### src/verilog/ccsc_pkg.sv
`default_nettype none
package ccsc_pkg;

    // ==========================================================
    // Timing
    // ==========================================================
    localparam int CLK_PERIOD_NS = 4;
    // Least time the strap pins must settle after reset release.
    localparam int STRAP_SETTLE_NS = 100;
    localparam int STRAP_SETTLE_CYC = (STRAP_SETTLE_NS + CLK_PERIOD_NS - 1) / CLK_PERIOD_NS;
    localparam int FRAME_PERIOD_US = 33367;
    localparam int FRAME_CYC = FRAME_PERIOD_US * 1000 / CLK_PERIOD_NS;
    localparam int VSYNC_US = 190;
    localparam int VSYNC_CYC = VSYNC_US * 1000 / CLK_PERIOD_NS;

    // ==========================================================
    // Register offsets
    // ==========================================================
    localparam logic [7:0] CTRL_D_OFF = 8'h00;
    localparam logic [7:0] CTRL_E_OFF = 8'h04;
    localparam logic [7:0] CTRL_J_OFF = 8'h08;
    localparam logic [7:0] BRIGHT_OFF = 8'h0C;
    localparam logic [7:0] SATUR_OFF = 8'h10;
    localparam logic [7:0] HUE_OFF = 8'h14;
    localparam logic [7:0] MISC_OFF = 8'h18;
    localparam logic [7:0] STATUS_OFF = 8'h1C;

    // ==========================================================
    // Field positions
    // ==========================================================
    localparam int WB_AUTO_BIT = 1;
    localparam int MIRROR_BIT = 6;
    localparam int BACKLIGHT_BIT = 4;
    localparam int FLIP_BIT = 0;
    localparam int SATUR_HI = 7;
    localparam int SATUR_LO = 4;
    localparam int HUE_HI = 5;
    localparam int HUE_LO = 0;
    localparam int MISC_ABRIGHT_BIT = 0;
    localparam int MISC_GAMMA_BIT = 1;
    localparam int MISC_SPEED_BIT = 2;
    localparam int MISC_MASTER_BIT = 3;
    localparam int MISC_GAIN_LO = 4;
    localparam int MISC_GAIN_HI = 5;
    localparam int STAT_DONE_BIT = 0;
    localparam int STAT_SERIAL_BIT = 1;
    localparam int STAT_FIELD_BIT = 2;
    localparam int STAT_STRAP_LO = 4;

    // Strap vector order; the serial enable rides on top.
    localparam int STRAP_ABRIGHT = 0;
    localparam int STRAP_BACKLIGHT = 1;
    localparam int STRAP_FLIP = 2;
    localparam int STRAP_GAMMA = 3;
    localparam int STRAP_MIRROR = 4;
    localparam int STRAP_GAIN = 5;
    localparam int STRAP_SPEED = 6;
    localparam int STRAP_W = 7;
    localparam int SERIAL_EN_N_IDX = 7;

    // ==========================================================
    // Reset values and codes
    // ==========================================================
    localparam logic [7:0] CTRL_D_RST = 8'h02;
    localparam logic [7:0] CTRL_E_RST = 8'h00;
    localparam logic [7:0] CTRL_J_RST = 8'h00;
    localparam logic [7:0] BRIGHT_RST = 8'h80;
    localparam logic [7:0] SATUR_RST = 8'h80;
    localparam logic [7:0] HUE_RST = 8'h00;
    localparam logic [7:0] MISC_RST = 8'h2F;
    localparam logic [7:0] PIN_SYNC_RST = 8'h80;
    localparam logic [1:0] GAIN_MAX_4X = 2'h1;
    localparam logic [1:0] GAIN_MAX_8X = 2'h2;
    localparam logic [1:0] GAIN_MAX_16X = 2'h3;

endpackage
`default_nettype wire

### src/verilog/ccsc_frame_timing.sv
`timescale 1ns/10ps
`default_nettype none
module ccsc_frame_timing
    import ccsc_pkg::*;
#(
    parameter int FRAME_CYCLES = FRAME_CYC,
    parameter int VSYNC_CYCLES = VSYNC_CYC
)
(
    // Clock and reset
    input wire logic clk_i,
    input wire logic rst_n_i,
    // Mode and sync pin
    input wire logic master_i,
    input wire logic sync_pin_i,
    // Frame timing
    output logic frame_start_o,
    output logic field_flag_o,
    output logic vsync_o,
    output logic active_o
);

    // ==========================================================
    // Sync input crossing
    // ==========================================================
    logic sync_meta_reg;
    logic sync_q_reg;
    logic sync_d_reg;
    logic sync_rise;

    always_ff @(posedge clk_i or negedge rst_n_i)
    begin
        if (!rst_n_i)
        begin
            sync_meta_reg <= 1'b0;
            sync_q_reg <= 1'b0;
            sync_d_reg <= 1'b0;
        end
        else
        begin
            sync_meta_reg <= sync_pin_i;
            sync_q_reg <= sync_meta_reg;
            sync_d_reg <= sync_q_reg;
        end
    end

    assign sync_rise = sync_q_reg && !sync_d_reg;

    // ==========================================================
    // Frame counter
    // ==========================================================
    logic [23:0] cnt_reg;
    logic [23:0] cnt_next;
    logic restart;

    assign restart = (!master_i && sync_rise) || (cnt_reg == 24'(FRAME_CYCLES - 1));
    assign cnt_next = restart ? 24'h00_0000 : cnt_reg + 24'h00_0001;

    always_ff @(posedge clk_i or negedge rst_n_i)
    begin
        if (!rst_n_i)
        begin
            cnt_reg <= 24'h00_0000;
            frame_start_o <= 1'b0;
            field_flag_o <= 1'b0;
            vsync_o <= 1'b0;
            active_o <= 1'b0;
        end
        else
        begin
            cnt_reg <= cnt_next;
            frame_start_o <= restart;
            // field flag rises at frame start
            field_flag_o <= cnt_next < 24'(FRAME_CYCLES / 2);
            vsync_o <= cnt_next < 24'(VSYNC_CYCLES);
            active_o <= cnt_next >= 24'(VSYNC_CYCLES);
        end
    end
endmodule
`default_nettype wire

### src/verilog/ccsc_top.sv
`timescale 1ns/10ps
`default_nettype none
module ccsc_top
    import ccsc_pkg::*;
#(
    parameter int FRAME_CYCLES = FRAME_CYC,
    parameter int VSYNC_CYCLES = VSYNC_CYC
)
(
    // Clock and reset
    input wire logic CLK_I,
    input wire logic RST_N_I,
    // APB slave
    input wire logic PSEL_I,
    input wire logic PENABLE_I,
    input wire logic PWRITE_I,
    input wire logic [7:0] PADDR_I,
    input wire logic [31:0] PWDATA_I,
    output logic [31:0] PRDATA_O,
    output logic PREADY_O,
    output logic PSLVERR_O,
    // Control and strap inputs
    input wire logic SERIAL_IF_ENABLE_N_I,
    input wire logic FRAME_SYNC_IN_I,
    input wire logic AUTO_BRIGHTNESS_STRAP_I,
    input wire logic BACKLIGHT_STRAP_I,
    input wire logic GAMMA_STRAP_I,
    input wire logic EXPOSURE_SPEED_STRAP_I,
    // Strap pins that become outputs
    input wire logic VALID_PIXEL_OUT_FLIP_STRAP_I,
    output logic VALID_PIXEL_OUT_FLIP_STRAP_O,
    output logic VALID_PIXEL_OUT_FLIP_STRAP_OE_O,
    input wire logic MIRROR_STRAP_I,
    output logic MIRROR_STRAP_O,
    output logic MIRROR_STRAP_OE_O,
    input wire logic GAIN_RANGE_STRAP_I,
    output logic FIELD_FLAG_SYNC_OUT_O,
    output logic FIELD_FLAG_SYNC_OUT_OE_O,
    // Effective settings
    output logic AUTO_WHITE_BALANCE_O,
    output logic MIRROR_O,
    output logic VERTICAL_FLIP_O,
    output logic BACKLIGHT_O,
    output logic AUTO_BRIGHTNESS_O,
    output logic GAMMA_O,
    output logic FAST_EXPOSURE_O,
    output logic [1:0] GAIN_MAX_O,
    output logic [7:0] BRIGHTNESS_LEVEL_O,
    output logic [3:0] SATURATION_LEVEL_O,
    output logic [5:0] HUE_O
);

    typedef enum logic {ST_SETTLE, ST_LATCHED} ccsc_strap_state_t;

    // ==========================================================
    // Reset and pin synchronisers
    // ==========================================================
    logic rst_meta_reg;
    logic rst_n;
    logic [STRAP_W:0] pin_meta_reg;
    logic [STRAP_W:0] pin_sync_reg;

    always_ff @(posedge CLK_I or negedge RST_N_I)
    begin
        if (!RST_N_I)
        begin
            rst_meta_reg <= 1'b0;
            rst_n <= 1'b0;
        end
        else
        begin
            rst_meta_reg <= 1'b1;
            rst_n <= rst_meta_reg;
        end
    end

    always_ff @(posedge CLK_I or negedge rst_n)
    begin
        if (!rst_n)
        begin
            pin_meta_reg <= PIN_SYNC_RST;
            pin_sync_reg <= PIN_SYNC_RST;
        end
        else
        begin
            pin_meta_reg <= {SERIAL_IF_ENABLE_N_I, EXPOSURE_SPEED_STRAP_I, GAIN_RANGE_STRAP_I,
                             MIRROR_STRAP_I, GAMMA_STRAP_I, VALID_PIXEL_OUT_FLIP_STRAP_I,
                             BACKLIGHT_STRAP_I, AUTO_BRIGHTNESS_STRAP_I};
            pin_sync_reg <= pin_meta_reg;
        end
    end

    // ==========================================================
    // Strap capture
    // ==========================================================
    ccsc_strap_state_t state_reg;
    logic [7:0] settle_cnt_reg;
    logic [STRAP_W-1:0] strap_reg;
    logic settle_last;
    logic strap_done;
    logic serial_on;

    assign settle_last = settle_cnt_reg == 8'(STRAP_SETTLE_CYC - 1);
    assign strap_done = state_reg == ST_LATCHED;
    assign serial_on = strap_done && !pin_sync_reg[SERIAL_EN_N_IDX];

    always_ff @(posedge CLK_I or negedge rst_n)
    begin
        if (!rst_n)
        begin
            state_reg <= ST_SETTLE;
            settle_cnt_reg <= 8'h00;
        end
        else
        begin
            unique case (state_reg)
                ST_SETTLE:
                begin
                    settle_cnt_reg <= settle_cnt_reg + 8'h01;
                    if (settle_last)
                    begin
                        state_reg <= ST_LATCHED;
                    end
                end
                ST_LATCHED:
                begin
                    settle_cnt_reg <= settle_cnt_reg;
                end
            endcase
        end
    end

    always_ff @(posedge CLK_I or negedge rst_n)
    begin
        if (!rst_n)
        begin
            strap_reg <= '0;
        end
        else if (state_reg == ST_SETTLE && settle_last)
        begin
            strap_reg <= pin_sync_reg[STRAP_W-1:0];
        end
    end

    // ==========================================================
    // Register file
    // ==========================================================
    logic [7:0] common_control_d_reg;
    logic [7:0] common_control_e_reg;
    logic [7:0] common_control_j_reg;
    logic [7:0] bright_reg;
    logic [7:0] satur_reg;
    logic [7:0] hue_reg;
    logic [7:0] misc_reg;
    logic wr_en;
    logic setup;
    logic [31:0] rd_word;
    logic rd_hit;

    assign wr_en = PSEL_I && PENABLE_I && PWRITE_I;
    assign setup = PSEL_I && !PENABLE_I;

    // write side of the control registers
    always_ff @(posedge CLK_I or negedge rst_n)
    begin
        if (!rst_n)
        begin
            common_control_d_reg <= CTRL_D_RST;
            common_control_e_reg <= CTRL_E_RST;
            common_control_j_reg <= CTRL_J_RST;
            bright_reg <= BRIGHT_RST;
            satur_reg <= SATUR_RST;
            hue_reg <= HUE_RST;
            misc_reg <= MISC_RST;
        end
        else if (wr_en)
        begin
            case (PADDR_I)
                CTRL_D_OFF: common_control_d_reg <= PWDATA_I[7:0];
                CTRL_E_OFF: common_control_e_reg <= PWDATA_I[7:0];
                CTRL_J_OFF: common_control_j_reg <= PWDATA_I[7:0];
                BRIGHT_OFF: bright_reg <= PWDATA_I[7:0];
                SATUR_OFF: satur_reg <= PWDATA_I[7:0];
                HUE_OFF: hue_reg <= PWDATA_I[7:0];
                MISC_OFF: misc_reg <= PWDATA_I[7:0];
                default: ;
            endcase
        end
    end

    always_comb
    begin
        rd_word = 32'h0000_0000;
        rd_hit = 1'b1;
        case (PADDR_I)
            CTRL_D_OFF: rd_word[7:0] = common_control_d_reg;
            CTRL_E_OFF: rd_word[7:0] = common_control_e_reg;
            CTRL_J_OFF: rd_word[7:0] = common_control_j_reg;
            BRIGHT_OFF: rd_word[7:0] = bright_reg;
            SATUR_OFF: rd_word[7:0] = satur_reg;
            HUE_OFF: rd_word[7:0] = hue_reg;
            MISC_OFF: rd_word[7:0] = misc_reg;
            STATUS_OFF:
            begin
                rd_word[STAT_DONE_BIT] = strap_done;
                rd_word[STAT_SERIAL_BIT] = serial_on;
                rd_word[STAT_FIELD_BIT] = FIELD_FLAG_SYNC_OUT_O;
                rd_word[STAT_STRAP_LO +: STRAP_W] = strap_reg;
            end
            default: rd_hit = 1'b0;
        endcase
    end

    // Read data is settled in the setup cycle so the access needs no wait state.
    always_ff @(posedge CLK_I or negedge rst_n)
    begin
        if (!rst_n)
        begin
            PRDATA_O <= 32'h0000_0000;
            PSLVERR_O <= 1'b0;
        end
        else if (setup)
        begin
            PRDATA_O <= PWRITE_I ? 32'h0000_0000 : rd_word;
            PSLVERR_O <= !rd_hit || (PWRITE_I && PADDR_I == STATUS_OFF);
        end
    end

    assign PREADY_O = 1'b1;

    // ==========================================================
    // Frame timing and shared pins
    // ==========================================================
    logic frame_start;
    logic field_flag;
    logic vsync;
    logic active;

    ccsc_frame_timing #(
        .FRAME_CYCLES(FRAME_CYCLES),
        .VSYNC_CYCLES(VSYNC_CYCLES)
    ) u_timing (
        .clk_i(CLK_I),
        .rst_n_i(rst_n),
        .master_i(misc_reg[MISC_MASTER_BIT]),
        .sync_pin_i(FRAME_SYNC_IN_I),
        .frame_start_o(frame_start),
        .field_flag_o(field_flag),
        .vsync_o(vsync),
        .active_o(active)
    );

    // Shared pins stay inputs until the straps are captured.
    always_ff @(posedge CLK_I or negedge rst_n)
    begin
        if (!rst_n)
        begin
            VALID_PIXEL_OUT_FLIP_STRAP_O <= 1'b0;
            MIRROR_STRAP_O <= 1'b0;
            FIELD_FLAG_SYNC_OUT_O <= 1'b0;
            VALID_PIXEL_OUT_FLIP_STRAP_OE_O <= 1'b0;
            MIRROR_STRAP_OE_O <= 1'b0;
            FIELD_FLAG_SYNC_OUT_OE_O <= 1'b0;
        end
        else
        begin
            VALID_PIXEL_OUT_FLIP_STRAP_O <= active;
            MIRROR_STRAP_O <= vsync;
            // field flag carries the frame sync
            FIELD_FLAG_SYNC_OUT_O <= field_flag;
            VALID_PIXEL_OUT_FLIP_STRAP_OE_O <= strap_done;
            MIRROR_STRAP_OE_O <= strap_done;
            FIELD_FLAG_SYNC_OUT_OE_O <= strap_done;
        end
    end

    // ==========================================================
    // Effective settings
    // ==========================================================
    // A field only replaces the strap at a frame start, but the strap returns at once when serial goes off.
    function automatic logic pick_bit(input logic ser, input logic fs, input logic cur,
                                      input logic fld, input logic strap);
        if (!ser)
        begin
            return strap;
        end
        return fs ? fld : cur;
    endfunction

    function automatic logic [1:0] gain_decode(input logic [1:0] code);
        return (code == 2'h0) ? GAIN_MAX_8X : code;
    endfunction

    always_ff @(posedge CLK_I or negedge rst_n)
    begin
        if (!rst_n)
        begin
            MIRROR_O <= 1'b0;
            VERTICAL_FLIP_O <= 1'b0;
            BACKLIGHT_O <= 1'b0;
            AUTO_BRIGHTNESS_O <= 1'b0;
            GAMMA_O <= 1'b0;
            FAST_EXPOSURE_O <= 1'b0;
            GAIN_MAX_O <= GAIN_MAX_8X;
        end
        else
        begin
            // fields replace straps when serial on
            MIRROR_O <= pick_bit(serial_on, frame_start, MIRROR_O,
                                 common_control_e_reg[MIRROR_BIT], strap_reg[STRAP_MIRROR]);
            VERTICAL_FLIP_O <= pick_bit(serial_on, frame_start, VERTICAL_FLIP_O,
                                        common_control_j_reg[FLIP_BIT], strap_reg[STRAP_FLIP]);
            BACKLIGHT_O <= pick_bit(serial_on, frame_start, BACKLIGHT_O,
                                    common_control_e_reg[BACKLIGHT_BIT], strap_reg[STRAP_BACKLIGHT]);
            AUTO_BRIGHTNESS_O <= pick_bit(serial_on, frame_start, AUTO_BRIGHTNESS_O,
                                          misc_reg[MISC_ABRIGHT_BIT], strap_reg[STRAP_ABRIGHT]);
            GAMMA_O <= pick_bit(serial_on, frame_start, GAMMA_O,
                                misc_reg[MISC_GAMMA_BIT], strap_reg[STRAP_GAMMA]);
            FAST_EXPOSURE_O <= pick_bit(serial_on, frame_start, FAST_EXPOSURE_O,
                                        !misc_reg[MISC_SPEED_BIT], !strap_reg[STRAP_SPEED]);
            // field selects 4x, 8x or 16x
            if (!serial_on)
            begin
                GAIN_MAX_O <= strap_reg[STRAP_GAIN] ? GAIN_MAX_8X : GAIN_MAX_4X;
            end
            else if (frame_start)
            begin
                GAIN_MAX_O <= gain_decode(misc_reg[MISC_GAIN_HI:MISC_GAIN_LO]);
            end
        end
    end

    always_ff @(posedge CLK_I or negedge rst_n)
    begin
        if (!rst_n)
        begin
            AUTO_WHITE_BALANCE_O <= 1'b0;
            BRIGHTNESS_LEVEL_O <= 8'h00;
            SATURATION_LEVEL_O <= 4'h0;
            HUE_O <= 6'h00;
        end
        else
        begin
            // white balance from control-d bit 1
            AUTO_WHITE_BALANCE_O <= common_control_d_reg[WB_AUTO_BIT];
            BRIGHTNESS_LEVEL_O <= bright_reg;
            SATURATION_LEVEL_O <= satur_reg[SATUR_HI:SATUR_LO];
            HUE_O <= hue_reg[HUE_HI:HUE_LO];
        end
    end
endmodule
`default_nettype wire

### config.mk
export PLATFORM = sky130hd
export DESIGN_NAME = ccsc_top
export DESIGN_NICKNAME = d
export VERILOG_FILES = /design/src/verilog/ccsc_pkg.sv /design/src/verilog/ccsc_frame_timing.sv /design/src/verilog/ccsc_top.sv
export SDC_FILE = /design/constraint.sdc
export NUM_CORES = 1
export LEC_CHECK = 0
export BUFFER_PORTS_ARGS = -buffer_cell sky130_fd_sc_hd__buf_2
export CAP_MARGIN = 20
export CORE_UTILIZATION = 50
export DETAILED_ROUTE_END_ITERATION = 10
export PLACE_DENSITY = 0.73
export SLEW_MARGIN = 20
export SYNTH_ARGS = -nofsm -noshare
export SYNTH_HDL_FRONTEND = slang
export SYNTH_SLANG_ARGS = --single-unit
### constraint.sdc
create_clock -name CLK_I -period 5.1 [get_ports CLK_I]
set_input_delay 1.02 -clock CLK_I [delete_from_list [all_inputs] [get_ports CLK_I]]
set_output_delay 1.02 -clock CLK_I [all_outputs]
set_load 0.02 [all_outputs]
==> metrics.log, run 1 <==
INFO  metric timing.setup.critical_path_class = input pin to register
INFO  metric largest_register_ffs = 24
INFO  metric switching_share = 24.83%
INFO  metric detailed_place.area = 7501 um2
INFO  metric synth_area_leader_cell = dfrtp_1
INFO  metric timing.critical_path.max_delay_family = simple AND/OR/NAND/NOR gates
INFO  metric cp_max_fanout = 9
INFO  metric max_freq = 0.3148 GHz
INFO  metric register_bit_count_reported_by_yosys = 164
INFO  metric syn-mean-instance-area = 12.26 um2
INFO  metric slowest_stage = and2_0
INFO  metric count_of_boundary_i_o_pins = 121
INFO  metric cp-start-kind = input pin
INFO  metric hold_fix_buffers_at_cts = 0
INFO  metric clockBufferDepth = 2
INFO  metric start_util = 51.24%
INFO  metric tritoncts_num_sinks = 164
INFO  metric period_needed = 3.177 ns
INFO  metric synth_flop_cell = dfrtp_1
INFO  metric clock_tree_from_tritoncts = yes
INFO  metric final-setup-viol-count = 0
INFO  metric portion_of_total_power_attributed_to_combinational_logic = 6.0%
INFO  metric post_cts.resized_instances = 0
INFO  metric post_synth_most_frequent_cells = dfrtp_1 (153), mux2_2 (64), nor2_1 (42), nand2_1 (36), nand3_1 (27)
INFO  metric largest_cells_by_area_after_synthesis = dfrtp_1 (54%), mux2_2 (10%), dfstp_2 (4.1%)
INFO  metric floorplan.die.height = 121.0 um
INFO  metric cts_max_level = 4
INFO  metric rsz0062_at_grt = no
INFO  metric grt_pass1_vias = 4784
INFO  metric antenna_cells = 0
INFO  metric place_congestion = 0.8835
INFO  metric grt_pass1_wl = 23900 um
INFO  metric synth_cell_types = 65
INFO  metric worstHoldPathType = register to register
INFO  metric end_kind = register
INFO  metric cap_violations = 0
INFO  metric clock_transition_at_the_register_clock_pins_on_the_worst_setup_and_hold_paths_after_cts = 0.06 ns
INFO  metric synth.yosys.warnings = 0
INFO  metric r2r-start = u_timing.cnt_reg[4]
INFO  metric fp.dieArea = 14650 um2
INFO  metric powerDensity = 341.6 nW/um2
INFO  metric final.period_utilization = 62.29%
INFO  metric worstMarginPinSlew = 1.133 ns
INFO  metric grt_antenna_before_repair = 1
INFO  metric hp-start = pin_meta_reg[0]
INFO  metric synth_edf_count = 0
INFO  metric post_drt_wl_per_cell = 17.16 um
INFO  metric finalMaxSlewViolations = 0
INFO  metric critical_path.max_stage_delay = 0.70 ns
INFO  metric routed_vias = 4733
INFO  metric nFillCells = 1136
INFO  metric cts-buffers-inserted = 17
INFO  metric clock_latency = 0.43 ns
INFO  metric drt_iter0_markers = 297
INFO  metric leakagePower = 3.876 nW
INFO  metric place_hpwl = 10060 um
INFO  metric finalClockSkew = 0.01746 ns
INFO  metric most_frequent_cell_after_synthesis = dfrtp_1
INFO  metric vias_per_cell = 5.635
INFO  metric crit_path_cell_trace = buf_2, nor3_2, nand2_2, nor4b_4, and2_0, mux2_2
INFO  metric seq_area = 4121 um2
INFO  metric top_cell_type_s_share_of_synthesized_area = 54.03%
INFO  metric seq_power_share = 50.8%
INFO  metric async_flop_share = 100.0%
INFO  metric drt.antenna.violating_nets = 0
INFO  metric internal_power = 2.070 mW
INFO  metric p_clk_share = 43.2%
INFO  metric syn2layout_area_growth = 13.81%
INFO  metric drt_first_pass_iters = 5
INFO  metric peakVddDrop = 0.0002317 V
INFO  metric io_buffer_count = 74
INFO  metric final_hold_viols = 0
INFO  metric drc = 0
INFO  metric cp_data_required_time = 5.40 ns
INFO  metric synth_sequential_area_ratio = 58.11%
INFO  metric power_switching = 0.6840 mW
INFO  metric finish.instance_area = 8064 um2
INFO  metric floorplan.core_area = 13830 um2
INFO  metric netlist_instances = 578
INFO  metric fin_setup_tns = 0 ns
INFO  metric post_cts.repair.setup_buffers = 0
INFO  metric setup.worst_path.start = PADDR_I[5]
INFO  metric critPathArrivalTime = 3.48 ns
INFO  metric multi_input_comb_area = 2735 um2
INFO  metric layout-drive-gt1-share = 30.15%
INFO  metric clock-root-buffer = clkbuf_16
INFO  metric crit_buf_inv = 1
INFO  metric rows = 43
INFO  metric grt_overflow_total = 0
INFO  metric grt_start_max_net_pins = 72
INFO  metric die_width = 121.0 um
INFO  metric finalNetCount = 705
INFO  metric power.total = 2.755 mW
INFO  metric timing.slew.headroom = 23.79%
INFO  metric drt-total-wl = 14420 um
INFO  metric globalRouteTotalUtil = 21.56%
INFO  metric syn-cell-area = 7086 um2
INFO  metric run_status = completed
-- layer usage --
layer / wire length, um / global-route usage (%)
met1: 6051 / 26.34
met2: 7021 / 34.32
met3: 915 / 6.250
met4: 422 / 11.96
met5: 8 / 0
-- placed cells by master, fill, tap and decap left out, drive strengths merged, types with 8 or more instances in the layout --
cell type / netlist / layout
o21ai: 15 / 15
nor3: 8 / 8
inv: 7 / 11
mux2: 65 / 65
mux2i: 11 / 11
dfrtp: 153 / 153
a22o: 9 / 9
xor2: 15 / 15
conb: 2 / 23
and3: 10 / 10
buf: 34 / 77
xnor2: 16 / 16
dfstp: 11 / 11
nor2: 44 / 44
a22oi: 13 / 13
nand3: 27 / 27
clkbuf: 14 / 20
nand2: 37 / 37
-- final timing paths --
kind	end	slack, ns	cells after the start
worst min register to register	pin_sync_reg[0]	0.34	0
worst max register to register	u_timing.vsync_o	2.43	7
max in group asynchronous	bright_reg[4]	3.49	1
worst max-delay path	satur_reg[0]	1.92	6
worst min-delay path	pin_sync_reg[0]	0.34	0
min in group asynchronous	rst_n	0.37	1
-- stage by stage --
stage	hold slack [ns]	worst slack, ns	util [%]	std cells
floorplan	0.3312	0.2112	-	599
global placement	0.3369	1.573	54.25	808
detailed placement	0.3347	1.560	54.25	808
CTS	0.3461	1.972	58.32	840
global route	0.3538	1.765	58.32	840
finish	0.3361	1.923	58.32	840
-- power groups by stage --
stage / Combinational (mW) / Sequential [mW] / Clock (mW)
floorplan: 0.127 / 1.41 / 0
global placement: 0.158 / 1.42 / 0
detailed placement: 0.164 / 1.42 / 0
CTS: 0.166 / 1.40 / 1.22
global route: 0.185 / 1.41 / 1.27
finish: 0.164 / 1.40 / 1.19
-- logic make-up (layout without fill, tap and decap cells) --
group	count (synthesis)	count (layout)	synth area share, %
AOI/OAI and AO/OA	75	75	7.964
muxes	76	76	11.88
other	2	23	0.1060
adders and majority gates	4	4	0.7064
buffers and inverters	55	116	4.397
xor gates and xnor gates	31	31	3.832
DFF	164	164	58.11
and+or+nand+nor	171	171	13.00
-- cell type report --
type	instances	area share, %
timing repair buffer	77	4.872
tap	180	2.793
sequential	164	51.11
clock inverter	12	1.195
inverter	7	0.3258
clock buffer	20	5.787
multi-input combinational	380	33.92
(Power assumes the default switching activity.)
==> run 2, diff against run 1 <==
ABC_AREA = 1   (was unset)
PLACE_DENSITY = 0.7   (was 0.73)
clock period = 3.2 ns   (was 5.1 ns; I/O delays follow)
==> run 2 against run 1 <==
Effect of this change:
- critical path depth increased by 8
- total power up 59%
- utilization rose by 1.1 points
- combinational power rose by 60%
- critical path type is now register to register
- flip-flop and latch count is the same
- wire length up 11%
- die area grew 2.7%
- cell area up 3.4%
- non-clock buffer count rose by 2
- count of clock-buffer cells in the layout shrank 2
- highest routed layer is now met4
- largest cell class unchanged
==> metrics.log, run 2 <==
INFO  metric crit_end = u_timing.field_flag_o
INFO  metric rows = 43
INFO  metric floorplan.core_area = 14040 um2
INFO  metric mostFrequentLayoutCells = nand2_1 (243), dfrtp_1 (152), inv_1 (89)
INFO  metric grt_start_max_net_pins = 80
INFO  metric grt_antenna_before_repair = 0
INFO  metric register_bit_count_reported_by_yosys = 164
INFO  metric critPathArrivalTime = 2.56 ns
INFO  metric clockBufferDepth = 2
INFO  metric fin_setup_tns = 0 ns
INFO  metric largest_cells_by_area_after_synthesis = dfrtp_1 (53%), nand2_1 (13%), o21ai_0 (4.7%)
INFO  metric r2r-start = u_timing.cnt_reg[0]
INFO  metric globalRoute.busiestLayer = met2
INFO  metric synth_edf_count = 0
INFO  metric cp_max_fanout = 8
INFO  metric rsz0062_at_grt = no
INFO  metric drt_first_pass_iters = 5
INFO  metric powerDensity = 524.4 nW/um2
INFO  metric final_hold_viols = 0
INFO  metric end_kind = register
INFO  metric most_frequent_cell_after_synthesis = nand2_1
INFO  metric syn-cell-area = 7283 um2
INFO  metric use_met1 = 31.87%
INFO  metric finalNetCount = 972
INFO  metric power.total = 4.373 mW
INFO  metric register_to_register_setup_slack = 0.94 ns
INFO  metric vias_per_cell = 5.006
INFO  metric peakVddDrop = 0.0004248 V
INFO  metric floorplan.die.height = 122.7 um
INFO  metric worstMarginPinSlew = 0.6914 ns
INFO  metric start_util = 51.87%
INFO  metric nFillCells = 1193
INFO  metric clock_transition_at_the_register_clock_pins_on_the_worst_setup_and_hold_paths_after_cts = 0.07 ns
INFO  metric setup.worst_path.start = u_timing.cnt_reg[0]
INFO  metric globalRouteTotalUtil = 23.41%
INFO  metric layout_commonest_cell = nand2_1
INFO  metric gr-usage-met3 = 5.762%
INFO  metric run_status = completed
INFO  metric finalClockSkew = 0.01071 ns
INFO  metric place_congestion = 0.9388
INFO  metric cp-start-kind = register
INFO  metric final-setup-viol-count = 0
INFO  metric post_cts.resized_instances = 0
INFO  metric final.period_utilization = 70.65%
INFO  metric layout-drive-gt1-share = 17.37%
INFO  metric max_freq = 0.4423 GHz
INFO  metric period_needed = 2.261 ns
INFO  metric post_drt_wl_per_cell = 14.44 um
INFO  metric drc = 0
INFO  metric synth.yosys.warnings = 0
INFO  metric r2r-end = u_timing.field_flag_o
INFO  metric holdWs = 0.3033 ns
INFO  metric timing.setup.critical_path_class = register to register
INFO  metric antenna_cells = 0
INFO  metric synth_sequential_area_ratio = 56.54%
INFO  metric synth_cell_types = 44
INFO  metric cts-buffers-inserted = 17
INFO  metric post-route-util = 59.40%
INFO  metric timing.slew.headroom = 53.74%
INFO  metric clock_tree_from_tritoncts = yes
INFO  metric tritoncts_num_sinks = 164
INFO  metric syn-mean-instance-area = 8.786 um2
INFO  metric clock_latency = 0.43 ns
INFO  metric routed_vias = 5542
INFO  metric largest_register_ffs = 24
INFO  metric clock-root-buffer = clkbuf_16
INFO  metric syn2layout_area_growth = 14.52%
INFO  metric top_cell_type_s_share_of_synthesized_area = 52.57%
INFO  metric grt.met2_usage = 36.62%
INFO  metric leakagePower = 4.123 nW
INFO  metric worstHoldPathType = register to asynchronous set/reset pin
INFO  metric finish.instance_area = 8341 um2
INFO  metric detailed_place.area = 7775 um2
INFO  metric drt_iter0_markers = 425
INFO  metric drt.antenna.violating_nets = 0
INFO  metric drt-total-wl = 15990 um
INFO  metric netlist_instances = 829
INFO  metric post_cts.repair.setup_buffers = 0
INFO  metric cts_max_level = 4
INFO  metric io_buffer_count = 74
INFO  metric synth_area_leader_cell = dfrtp_1
INFO  metric count_of_boundary_i_o_pins = 121
INFO  metric die_width = 122.7 um
INFO  metric synth_flop_cell = dfrtp_1
INFO  metric fp.dieArea = 15050 um2
INFO  metric ff2ff_path_depth = 14
INFO  metric grt_pass1_vias = 5152
INFO  metric grt_pass1_wl = 26240 um
INFO  metric cap_violations = 0
INFO  metric place_hpwl = 11620 um
INFO  metric finalMaxSlewViolations = 0
INFO  metric grt_overflow_total = 0
INFO  metric cp_data_required_time = 3.50 ns
INFO  metric post_synth_most_frequent_cells = nand2_1 (243), dfrtp_1 (153), inv_1 (89), nor2_1 (80), o21ai_0 (69)
INFO  metric async_flop_share = 100.0%
-- run 2: cell types whose count changed after synthesis, moves of 11 or more --
cell,delta
o21ai_0,+55
a22oi_1,-13
inv_1,+82
nor2_1,+38
nand2_1,+207
mux2_2,-59
mux2i_1,-11
nor2_2,+11
-- run 2: cells by family after synthesis --
family / share of synthesized area (%)
simple gates: 24.21
flops: 56.54
buf+inv: 7.988
compound gates: 7.920
xor+xnor: 1.787
mux: 0.7730
fa+ha+maj: 0.6872
other cells: 0.1031
-- run 2: routing by layer --
layer | wire length, um | share of wire [%] | up-vias
met5 | 0 | 0 | -
met4 | 303 | 1.9 | 0
met3 | 821 | 5.1 | 19
met2 | 7496 | 47 | 141
met1 | 7366 | 46 | 2617
li1 | - | - | 2765
-- run 2: critical path: stages (launching register included) --
cell and delay, ns:
dfrtp_1 0.45, ha_1 0.27, nand2_2 0.11, nor2_8 0.17, nand2_2 0.13, nor2_2 0.14
nand2_1 0.06, nand2_1 0.05, nand2_1 0.07, nor3_1 0.18, nand2_1 0.11, nor2_1 0.16
nand2_1 0.06, nor2_1 0.09, nor2_1 0.07
-- run 2: what timing repair did --
item                                    4_1_cts  5_1_grt
hold endpoints to repair                      2        0
endpoints found under the setup margin        0        0
hold buffers                                  1        0
-- run 2: how the worst min path moves through the flow --
stage                                        end  slack, ns  cells past startpoint
after floorplan                            rst_n       0.33                      0
after global placement    u_timing.sync_meta_reg       0.32                      0
after detailed placement  u_timing.sync_meta_reg       0.33                      0
after CTS                        pin_meta_reg[6]       0.30                      1
after global routing             pin_meta_reg[4]       0.29                      1
final                        u_timing.cnt_reg[0]       0.30                      0
-- run 2: power breakdown --
group | leakage (nW) | switching (mW) | internal [mW] | total (mW)
clock network | 0.268 | 0.877 | 1.03 | 1.91
logic | 1.74 | 0.189 | 0.0739 | 0.263
registers | 2.12 | 0.0617 | 2.14 | 2.20
-- run 2: area by class of cell --
type | count | area (um2) | area share, %
Clock inverter | 14 | 116.4 | 1.395
Multi-Input combinational cell | 558 | 2663 | 31.92
Timing Repair Buffer | 79 | 422.9 | 5.071
Sequential cell | 164 | 4121 | 49.41
Tap cell | 180 | 225.2 | 2.700
Inverter | 94 | 352.8 | 4.230
Clock buffer | 18 | 439.2 | 5.266
-- run 2: metrics by stage --
stage                     setup slack [ns]  std cells
final                               0.9391       1107
after global routing                0.6800       1107
after CTS                           0.9259       1107
after detailed placement            0.8985       1074
after global placement              0.9397       1074
after floorplan                     0.4969        850
